===== config.mk =====
export PLATFORM = sky130hd
export DESIGN_NAME = sar_adc_control
export DESIGN_NICKNAME = d
export VERILOG_FILES = /design/src/rtl/sar_adc_control.v
export VERILOG_INCLUDE_DIRS = /design/src /design/src/rtl
export SDC_FILE = /design/constraint.sdc
export NUM_CORES = 1
export LEC_CHECK = 0
export ABC_AREA = 1
export BUFFER_PORTS_ARGS = -buffer_cell sky130_fd_sc_hd__buf_2
export CORE_MARGIN = 3
export CORE_UTILIZATION = 28
export DETAILED_ROUTE_END_ITERATION = 6
export PLACE_DENSITY = 0.55
export SKIP_LAST_GASP = 1
export SYNTH_ARGS = -nofsm -noshare
export SYNTH_HDL_FRONTEND = slang
export SYNTH_SLANG_ARGS = --single-unit

===== constraint.sdc =====
create_clock -name i_clk -period 2.1 [get_ports i_clk]
set_input_delay 0 -clock i_clk [delete_from_list [all_inputs] [get_ports i_clk]]
set_output_delay 0 -clock i_clk [all_outputs]
set_load 0.005 [all_outputs]

===== src/rtl/sar_adc_control_consts.vh =====
// Constants for the successive-approximation converter control block
`ifndef SAR_ADC_CONTROL_CONSTS_VH
`define SAR_ADC_CONTROL_CONSTS_VH
// Register byte offsets
`define OFS_CONV_CTRL 5'h00
`define OFS_ANA_SEL 5'h04
`define OFS_INT_CTRL 5'h08
`define OFS_PIE 5'h0c
`define OFS_PIR 5'h10
`define OFS_RES_HIGH 5'h14
`define OFS_RES_LOW 5'h18
// Reset values
`define RST_CONV_CTRL 8'h00
`define RST_ANA_SEL 8'h0f
`define RST_INT_CTRL 8'h00
`define RST_PIE 8'h00
`define RST_PIR 8'h00
// Converter control fields
`define CC_JUSTIFY 7
`define CC_VREF 6
`define CC_CHS_HI 4
`define CC_CHS_LO 2
`define CC_GO 1
`define CC_ON 0
// Analog select and clock fields
`define AS_CLK_HI 6
`define AS_CLK_LO 4
`define AS_PIN_HI 3
`define AS_PIN_LO 0
// Interrupt control fields
`define IC_GIE 7
`define IC_PERIPHERAL_IRQ_ENABLE 6
// Flag and enable position in the peripheral registers
`define PI_CONV 6
// Write masks of implemented bits
`define MASK_CONV_CTRL 8'hdf
`define MASK_ANA_SEL 8'h7f
`define MASK_INT_CTRL 8'hc0
`define MASK_PI 8'h40
// Sequencing counts in conversion-clock periods, and result width in bits
`define CONV_TADS 4'hb
`define ABORT_TADS 4'h2
`define RES_BITS 10
`endif


===== src/rtl/sar_adc_control.v =====
// Control logic of a 10-bit successive-approximation converter
// Behaviour
// (RULE1) Ten-bit successive approximation result into result pair
// (RULE2) Result registers ignore software writes
// (RULE3) Channel field routes input to sample-and-hold
// (RULE4) Software waits acquisition time after channel change
// (RULE5) Reference bit picks supply or pin; ground negative
// (RULE6) Clock select maps to six dividers or oscillator
// (RULE7) One period per bit; eleven periods per conversion
// (RULE8) Divided clocks follow system clock frequency
// (RULE9) Oscillator above 1 MHz only for sleep
// (RULE10) Done flag set after every conversion
// (RULE11) Done flag holds until software clears it
// (RULE12) Interrupt when flag and enable both set
// (RULE13) Conversion interrupt during sleep wakes device
// (RULE14) Justify bit picks left or right format
// (RULE15) Runs only when enabled; go bit starts
// (RULE16) Completion clears go, sets flag, loads result
// (RULE17) Clearing go aborts, keeps previous result
// (RULE18) After abort wait two periods, then acquire
// (RULE19) Right: high holds two bits; left: eight
// (RULE20) Go and done synchronised with oscillator domain
//
// Decided for this implementation: the Wishbone slave port and the register offsets.
`timescale 1ns/1ps
`default_nettype none
`include "sar_adc_control_consts.vh"
module sar_adc_control (
  input wire i_clk,
  input wire i_nrst,
  input wire i_wb_cyc,
  input wire i_wb_stb,
  input wire i_wb_we,
  input wire [4:0] i_wb_adr,
  input wire [3:0] i_wb_sel,
  input wire [31:0] i_wb_dat,
  output wire [31:0] o_wb_dat,
  output wire o_wb_ack,
  input wire i_sleep,
  input wire i_frc_clk,
  input wire i_cmp,
  output wire [2:0] o_chan_sel,
  output wire o_vref_ext,
  output wire [3:0] o_analog_pins,
  output wire o_sample,
  output wire [9:0] o_trial,
  output wire o_irq,
  output wire o_wake
);

  // Sequencer states
  localparam ST_IDLE = 2'b00;
  localparam ST_CONV = 2'b01;
  localparam ST_ABORT = 2'b10;

  // Software-visible registers
  reg [7:0] conv_ctrl_reg; // Justify, reference, channel, go, enable
  reg [7:0] ana_sel_reg; // Clock select and analog pins
  reg [7:0] int_ctrl_reg; // Global and peripheral enables
  reg [7:0] pie_reg; // Done interrupt enable
  reg [7:0] pir_reg; // Done flag
  reg [9:0] result_reg; // Last complete result
  // Bus answer
  reg [31:0] rdat_reg;
  reg ack_reg;
  // Sequencer
  reg [1:0] state_reg;
  reg [1:0] state_next;
  reg [3:0] tad_cnt_reg; // Periods spent in current state
  reg [9:0] sar_reg; // Trial code
  reg [9:0] bit_reg; // Bit under test, one-hot
  // Conversion-clock generation
  reg [5:0] div_cnt_reg;
  reg [2:0] frc_sync_reg; // Oscillator synchroniser
  reg frc_lvl_reg; // Filtered oscillator level
  // Registered outputs
  reg sample_reg;
  reg irq_reg;
  reg wake_reg;

  // Bus request decode
  // Taken once; the ack cycle masks a held request
  wire req = i_wb_cyc & i_wb_stb & ~ack_reg;
  // Writes need the low byte lane
  wire wr = req & i_wb_we & i_wb_sel[0];
  // Word address; byte bits ignored
  wire [4:0] adr = {i_wb_adr[4:2], 2'b00};
  wire wr_cc = wr & (adr == `OFS_CONV_CTRL);
  wire wr_pir = wr & (adr == `OFS_PIR);

  // Field views
  wire mod_on = conv_ctrl_reg[`CC_ON];
  wire go = conv_ctrl_reg[`CC_GO];
  wire [2:0] clk_sel = ana_sel_reg[`AS_CLK_HI:`AS_CLK_LO];
  wire use_frc = (clk_sel[1:0] == 2'b11);
  // Write data seen by the control register
  wire go_wr_val = i_wb_dat[`CC_GO];
  wire on_wr_val = i_wb_dat[`CC_ON];

  // Divider: log2 of ratio from select code
  // Code bits reordered so the ratio doubles per step
  wire [2:0] div_log = {clk_sel[1:0], clk_sel[2]} + 3'h1; // RULE6
  wire [5:0] div_mask = (6'h01 << div_log) - 6'h01;

  // Oscillator rising edge once stages two and three agree high
  wire frc_rise = frc_sync_reg[1] & frc_sync_reg[2] & ~frc_lvl_reg;
  // Divided tick once all masked counter bits are set
  wire div_tick = ((div_cnt_reg & div_mask) == div_mask);
  // Period tick from the selected source
  wire tick = use_frc ? frc_rise : div_tick; // RULE6

  // Sleep stops divided clocks, so conversion cannot continue
  // Oscillator keeps running in sleep
  wire sleep_kill = i_sleep & ~use_frc;

  // Start, abort and finish events
  // Start only from idle with module on
  wire start = (state_reg == ST_IDLE) & mod_on & go & ~sleep_kill; // RULE15
  // Software clearing go cuts a conversion
  wire sw_abort = wr_cc & ~go_wr_val; // RULE17
  // Turning the module off also cuts it
  wire off_abort = wr_cc & ~on_wr_val;
  // Any cut while converting
  wire abort = (state_reg == ST_CONV) & (sw_abort | off_abort | sleep_kill);
  // Eleventh tick ends a clean conversion
  wire done = (state_reg == ST_CONV) & tick & (tad_cnt_reg == `CONV_TADS - 4'h1) & ~abort; // RULE7

  // Final result, last bit resolved from comparator
  wire [9:0] final_res = i_cmp ? sar_reg : (sar_reg & ~bit_reg);

  // Justified views of result
  wire justify_right = conv_ctrl_reg[`CC_JUSTIFY]; // RULE14
  wire [7:0] res_high = justify_right ? {6'h00, result_reg[9:8]} : result_reg[9:2]; // RULE19
  wire [7:0] res_low = justify_right ? result_reg[7:0] : {result_reg[1:0], 6'h00}; // RULE19

  // Read multiplexer, unmapped words read zero
  reg [7:0] rmux;
  always @* begin
    case (adr)
      `OFS_CONV_CTRL: rmux = conv_ctrl_reg;
      `OFS_ANA_SEL: rmux = ana_sel_reg;
      `OFS_INT_CTRL: rmux = int_ctrl_reg;
      `OFS_PIE: rmux = pie_reg;
      `OFS_PIR: rmux = pir_reg;
      // Result pair in the chosen format
      `OFS_RES_HIGH: rmux = res_high;
      `OFS_RES_LOW: rmux = res_low;
      default: rmux = 8'h00;
    endcase
  end

  // Bus answer: ack one cycle after request, dropped next cycle
  always @(posedge i_clk) begin
    if (!i_nrst) begin
      ack_reg <= 1'b0;
      rdat_reg <= 32'h0000_0000;
    end else begin
      // Ack for exactly one cycle per request
      ack_reg <= req;
      // Read data held until the next request
      if (req) begin
        rdat_reg <= {24'h00_0000, rmux};
      end
    end
  end

  // Plain configuration registers; result pair has no write path
  always @(posedge i_clk) begin
    if (!i_nrst) begin
      ana_sel_reg <= `RST_ANA_SEL;
      int_ctrl_reg <= `RST_INT_CTRL;
      pie_reg <= `RST_PIE;
    end else begin
      // Analog select and clock
      if (wr & (adr == `OFS_ANA_SEL)) begin
        ana_sel_reg <= i_wb_dat[7:0] & `MASK_ANA_SEL;
      end
      // Interrupt control
      if (wr & (adr == `OFS_INT_CTRL)) begin
        int_ctrl_reg <= i_wb_dat[7:0] & `MASK_INT_CTRL;
      end
      // Interrupt enable
      if (wr & (adr == `OFS_PIE)) begin
        pie_reg <= i_wb_dat[7:0] & `MASK_PI;
      end
    end
  end

  // Converter control: hardware clears go on finish or abort
  always @(posedge i_clk) begin
    if (!i_nrst) begin
      conv_ctrl_reg <= `RST_CONV_CTRL;
    end else if (wr_cc) begin
      // Software write; finish in same cycle still clears go
      conv_ctrl_reg <= i_wb_dat[7:0] & `MASK_CONV_CTRL;
      if (done) begin
        conv_ctrl_reg[`CC_GO] <= 1'b0; // RULE16
      end
    end else if (done | abort) begin
      // Hardware clear after finish or abort
      conv_ctrl_reg[`CC_GO] <= 1'b0; // RULE16
    end else if (go & ~mod_on) begin
      // Go has no meaning while disabled
      conv_ctrl_reg[`CC_GO] <= 1'b0; // RULE15
    end
  end

  // Done flag: set wins over software clear
  always @(posedge i_clk) begin
    if (!i_nrst) begin
      pir_reg <= `RST_PIR;
    end else begin
      // Only software changes the flag otherwise
      if (wr_pir) begin
        pir_reg <= i_wb_dat[7:0] & `MASK_PI; // RULE11
      end
      // Finish sets the flag whatever the enable
      if (done) begin
        pir_reg[`PI_CONV] <= 1'b1; // RULE10
      end
    end
  end

  // Result pair loads only on a complete conversion
  // No bus write path reaches these bits
  always @(posedge i_clk) begin
    if (!i_nrst) begin
      result_reg <= 10'h000;
    end else if (done) begin
      result_reg <= final_res; // RULE1 RULE2 RULE16 RULE17
    end
  end

  // Divider off the system clock, restarted on start and abort
  always @(posedge i_clk) begin
    if (!i_nrst) begin
      div_cnt_reg <= 6'h00;
    end else if (start | abort) begin
      // Whole first period for sampling and for the abort wait
      div_cnt_reg <= 6'h00; // RULE7 RULE18
    end else begin
      div_cnt_reg <= div_cnt_reg + 6'h01; // RULE8
    end
  end

  // Oscillator synchroniser and edge filter
  always @(posedge i_clk) begin
    if (!i_nrst) begin
      frc_sync_reg <= 3'h0;
      frc_lvl_reg <= 1'b0;
    end else begin
      // Three-stage shift of the asynchronous oscillator
      frc_sync_reg <= {frc_sync_reg[1:0], i_frc_clk}; // RULE20
      // Level changes only when stages two and three agree
      if (frc_sync_reg[1] == frc_sync_reg[2]) begin
        frc_lvl_reg <= frc_sync_reg[2];
      end
    end
  end

  // Sequencer next state
  always @* begin
    state_next = state_reg;
    case (state_reg)
      ST_IDLE: begin
        // Wait for go with module on
        if (start) begin
          state_next = ST_CONV;
        end
      end
      ST_CONV: begin
        // Abort has priority over finish
        if (abort) begin
          state_next = ST_ABORT; // RULE17
        end else if (done) begin
          state_next = ST_IDLE;
        end
      end
      ST_ABORT: begin
        // Two periods before acquisition resumes
        if (tick & (tad_cnt_reg == `ABORT_TADS - 4'h1)) begin
          state_next = ST_IDLE; // RULE18
        end
      end
      default: state_next = ST_IDLE;
    endcase
  end

  // Sequencer registers and approximation
  always @(posedge i_clk) begin
    if (!i_nrst) begin
      state_reg <= ST_IDLE;
      tad_cnt_reg <= 4'h0;
      sar_reg <= 10'h000;
      bit_reg <= 10'h000;
    end else begin
      state_reg <= state_next;
      // Period counter restarts on every state change
      if (state_reg != state_next) begin
        tad_cnt_reg <= 4'h0;
      end else if (tick) begin
        tad_cnt_reg <= tad_cnt_reg + 4'h1; // RULE7
      end
      if (start) begin
        // First period holds sample; top bit tried first
        sar_reg <= 10'h200;
        bit_reg <= 10'h200;
      end else if ((state_reg == ST_CONV) & tick & (tad_cnt_reg != 4'h0)) begin
        // Keep or drop bit on comparator, try next one
        sar_reg <= final_res | (bit_reg >> 1); // RULE1
        bit_reg <= bit_reg >> 1;
      end
    end
  end

  // Analog side and interrupt outputs
  always @(posedge i_clk) begin
    if (!i_nrst) begin
      sample_reg <= 1'b0;
      irq_reg <= 1'b0;
      wake_reg <= 1'b0;
    end else begin
      // Track input only when enabled and not converting
      sample_reg <= mod_on & (state_next == ST_IDLE) & ~sleep_kill; // RULE18 RULE4
      // Interrupt level from flag and enable
      irq_reg <= pir_reg[`PI_CONV] & pie_reg[`PI_CONV]; // RULE12
      // Wake only while asleep
      wake_reg <= pir_reg[`PI_CONV] & pie_reg[`PI_CONV] & i_sleep; // RULE13
    end
  end

  // Output drive
  // Bus side
  assign o_wb_dat = rdat_reg;
  assign o_wb_ack = ack_reg;
  // Analog side
  assign o_chan_sel = conv_ctrl_reg[`CC_CHS_HI:`CC_CHS_LO]; // RULE3
  assign o_vref_ext = conv_ctrl_reg[`CC_VREF]; // RULE5
  assign o_analog_pins = ana_sel_reg[`AS_PIN_HI:`AS_PIN_LO];
  assign o_sample = sample_reg;
  assign o_trial = sar_reg;
  // Interrupt side
  assign o_irq = irq_reg;
  assign o_wake = wake_reg;

endmodule
`default_nettype wire


==> metrics.txt <==
pre-CTS WS=0.409 ns; Setup TNS Final=0 ns; combinational power share=6.6%; GRT Util Overall=12.5%; sequential cell area=roughly 0.0015 mm2; Die X=120 um; crit path to=o_trial[6]; Non-Filler Instances=around 700; placed wire-length estimate=between 6000 and 7000 um; ys flop type=dfxtp_1; post-route minimum period=1.71 ns; leakage=1.83 nW; height of the die=120 um; fin. max-slew vios=0; Period Utilization, post-route=81.3%; Starting Density=28.7%; first-pass GRT wire length=14500 um; Max-Cap Viols=0; CTS tree=built; maximum vdd drop=363 uV; Final Skew=0.00643 ns; RR Startpoint=frc_sync_reg[1]; Final Setup Violations=0; worst endpoint data arrival time=1.93 ns; H-tree depth=3; port bufs=49; Distinct cells, synth=36; WP data required=2.32 ns; max_slew headroom=64.2%; Synth Instances=478; die area=0.0144 mm2; startpoint types=flip-flop; # rows=41; Reg2Reg Depth=11; final wirelength=8690 um; initial antenna violation count=0; Seq pwr share=between 40 and 50%; root buffer cell=clkbuf_16; Routed Antenna Nets=0; Syn Std Cell Area=0.00364 mm2; power consumption=0.00333 W; HP Class=input pin to flip-flop; Crit. Startpoint=frc_sync_reg[1]; Tightest Pin Transition=between 0.5 and 0.6 ns; grt ovf=0; drt initial violations=around 160; placed cell areas=0.00395 mm2; placed insts=a little under 700; run status=finished clean; design area=0.00437 mm2; sequential share of the synthesized area=41.8%; commonest cells after routing, fill and taps aside=nand2_1, dfxtp_1, inv_1; area of the multi-input gates=0.00167 mm2; Post-CTS Resized=0; Switching Share=roughly 23%; most common cell after layout, fill and taps aside=nand2_1; Setup Crit Path Kind=flip-flop to flip-flop; DRC viols=0; Synth-to-Final Area Change=19.9%; synthesized area per cell=7.62 um2; Worst Setup End Kind=flip-flop; TritonCTS Buffers=9; P_sw=0.000752 W; final setup margin=0.393 ns; routed len/inst=between 10 and 15 um; number of enable flip-flop cells after synthesis=0; clock share of power=49.0%; share of layout cells above drive strength 1=between 15 and 20%; #FFs+latches synth=76; Pre-antenna DRT Iters=4; io pins=103; Worst R2R End=o_trial[6]; clock buffer depth=2; Filler cells=between 1000 and 1500; Async SR Flop Fraction=0%; CP max FO=8; Core Region=0.0127 mm2; NumNets Final=just under 600; Warnings, synthesis=0; # diodes=0; R2R setup slack=between 0.3 and 0.4 ns; Worst-Skew Late Latency=around 0.33 ns; RSZ-0062 raised after global routing=false; Fmax achieved=586 MHz; Via density=4.43; Clk pin slew, worst setup/hold paths=~0.060 ns; Placer Congestion=0.825; cell internal pwr=0.00258 W; PD cells=approximately 760 mW/mm2; Fin. Hold Viols=0; vias in the first global route=3028; Clock Sinks=76; largest net degree at the start of global routing=30; via count=3161
## cell usage after synthesis (4+ instances only)
master	count	area [um2]
xor2_1	6	52.6
a21oi_1	48	240
nand3_2	5	50.1
o21ai_1	10	50.1
a21oi_2	5	43.8
o21ai_2	7	61.3
dfxtp_1	76	1520
nand2_1	97	364
inv_1	52	195
clkbuf_1	6	22.5
o211ai_1	5	37.5
inv_2	4	15.0
buf_4	33	248
nor3_1	5	25.0
o21ai_0	24	120
nand4_1	13	81.3
nand3_1	16	80.1
o22ai_1	4	25.0
nor2_1	32	120
ha_1	6	75.1
## layer usage
layer  global-route usage, %  part of all wire, %  up-vias
li1                        -                    -     1622
met1                    16.2                   47     1441
met2                    20.2                   45       89
met3                    3.30                  6.3        9
met4                    4.29                  1.3        0
met5                       0                    0        -
## cells by family after synthesis
kind of cell    synth area share [%]
compound gates                  16.8
fa+ha+maj                       2.06
xor+xnor                        1.68
simple gates                    22.9
buf+inv                         14.7
flops                           41.8
other cells                    0.103
## how the worst min path moves through the flow
stage / end / slack (ns) / cells after the start / start
final: pie_reg[6] / 0.03 / 4 / i_wb_adr[4]
after CTS: pie_reg[6] / 0.03 / 4 / i_wb_adr[4]
after floorplan: frc_sync_reg[0] / 0.1 / 2 / i_frc_clk
after global routing: pie_reg[6] / 0.07 / 4 / i_wb_adr[4]
after detailed placement: frc_sync_reg[0] / 0.19 / 3 / i_frc_clk
after global placement: frc_sync_reg[0] / 0.19 / 3 / i_frc_clk
## repair_timing
item / in CTS / in global routing
hold buffers: 10 / 0
endpoints found under the hold margin: 15 / 0
setup endpoints to repair: 0 / 0
setup buffers: 0 / 0
## power by group through the flow
stage	registers, W	clock network (W)	logic (W)
2_1_floorplan	0.00151	0	0.000169
3_3_place_gp	0.00151	0	0.000203
3_5_place_dp	0.00151	0	0.000206
4_1_cts	0.00148	0.00168	0.000223
5_1_grt	0.00148	0.00175	0.000254
6_report	0.00148	0.00163	0.000221
## critical path: stages, from the launching register on
cell and delay, ns:
dfxtp_1 0.34, ha_1 0.15, nand2_1 0.06, nand2_1 0.08, nand3_2 0.09, nor2_4 0.13, nand2_2 0.12, inv_4 0.08
nand3_2 0.13, buf_4 0.22, o21ai_2 0.12, a21oi_1 0.08
## stage by stage
stage / hold WS [ns] / util, %
CTS: 0.0280 / 34.5
global placement: 0.191 / 31.2
global route: 0.0749 / 34.5
floorplan: 0.0976 / -
finish: 0.0339 / 34.5
detailed placement: 0.192 / 31.2
## final cells by class
cell class                 count  area share, %
inverter                      58           5.04
multi-input combinational    323           38.3
clock buffer                   9           5.16
sequential                    76           34.8
timing repair buffer          69           9.63
clock inverter                 7           2.09
tap                          172           4.93
Note: power is estimated with default switching activity, not from simulation.
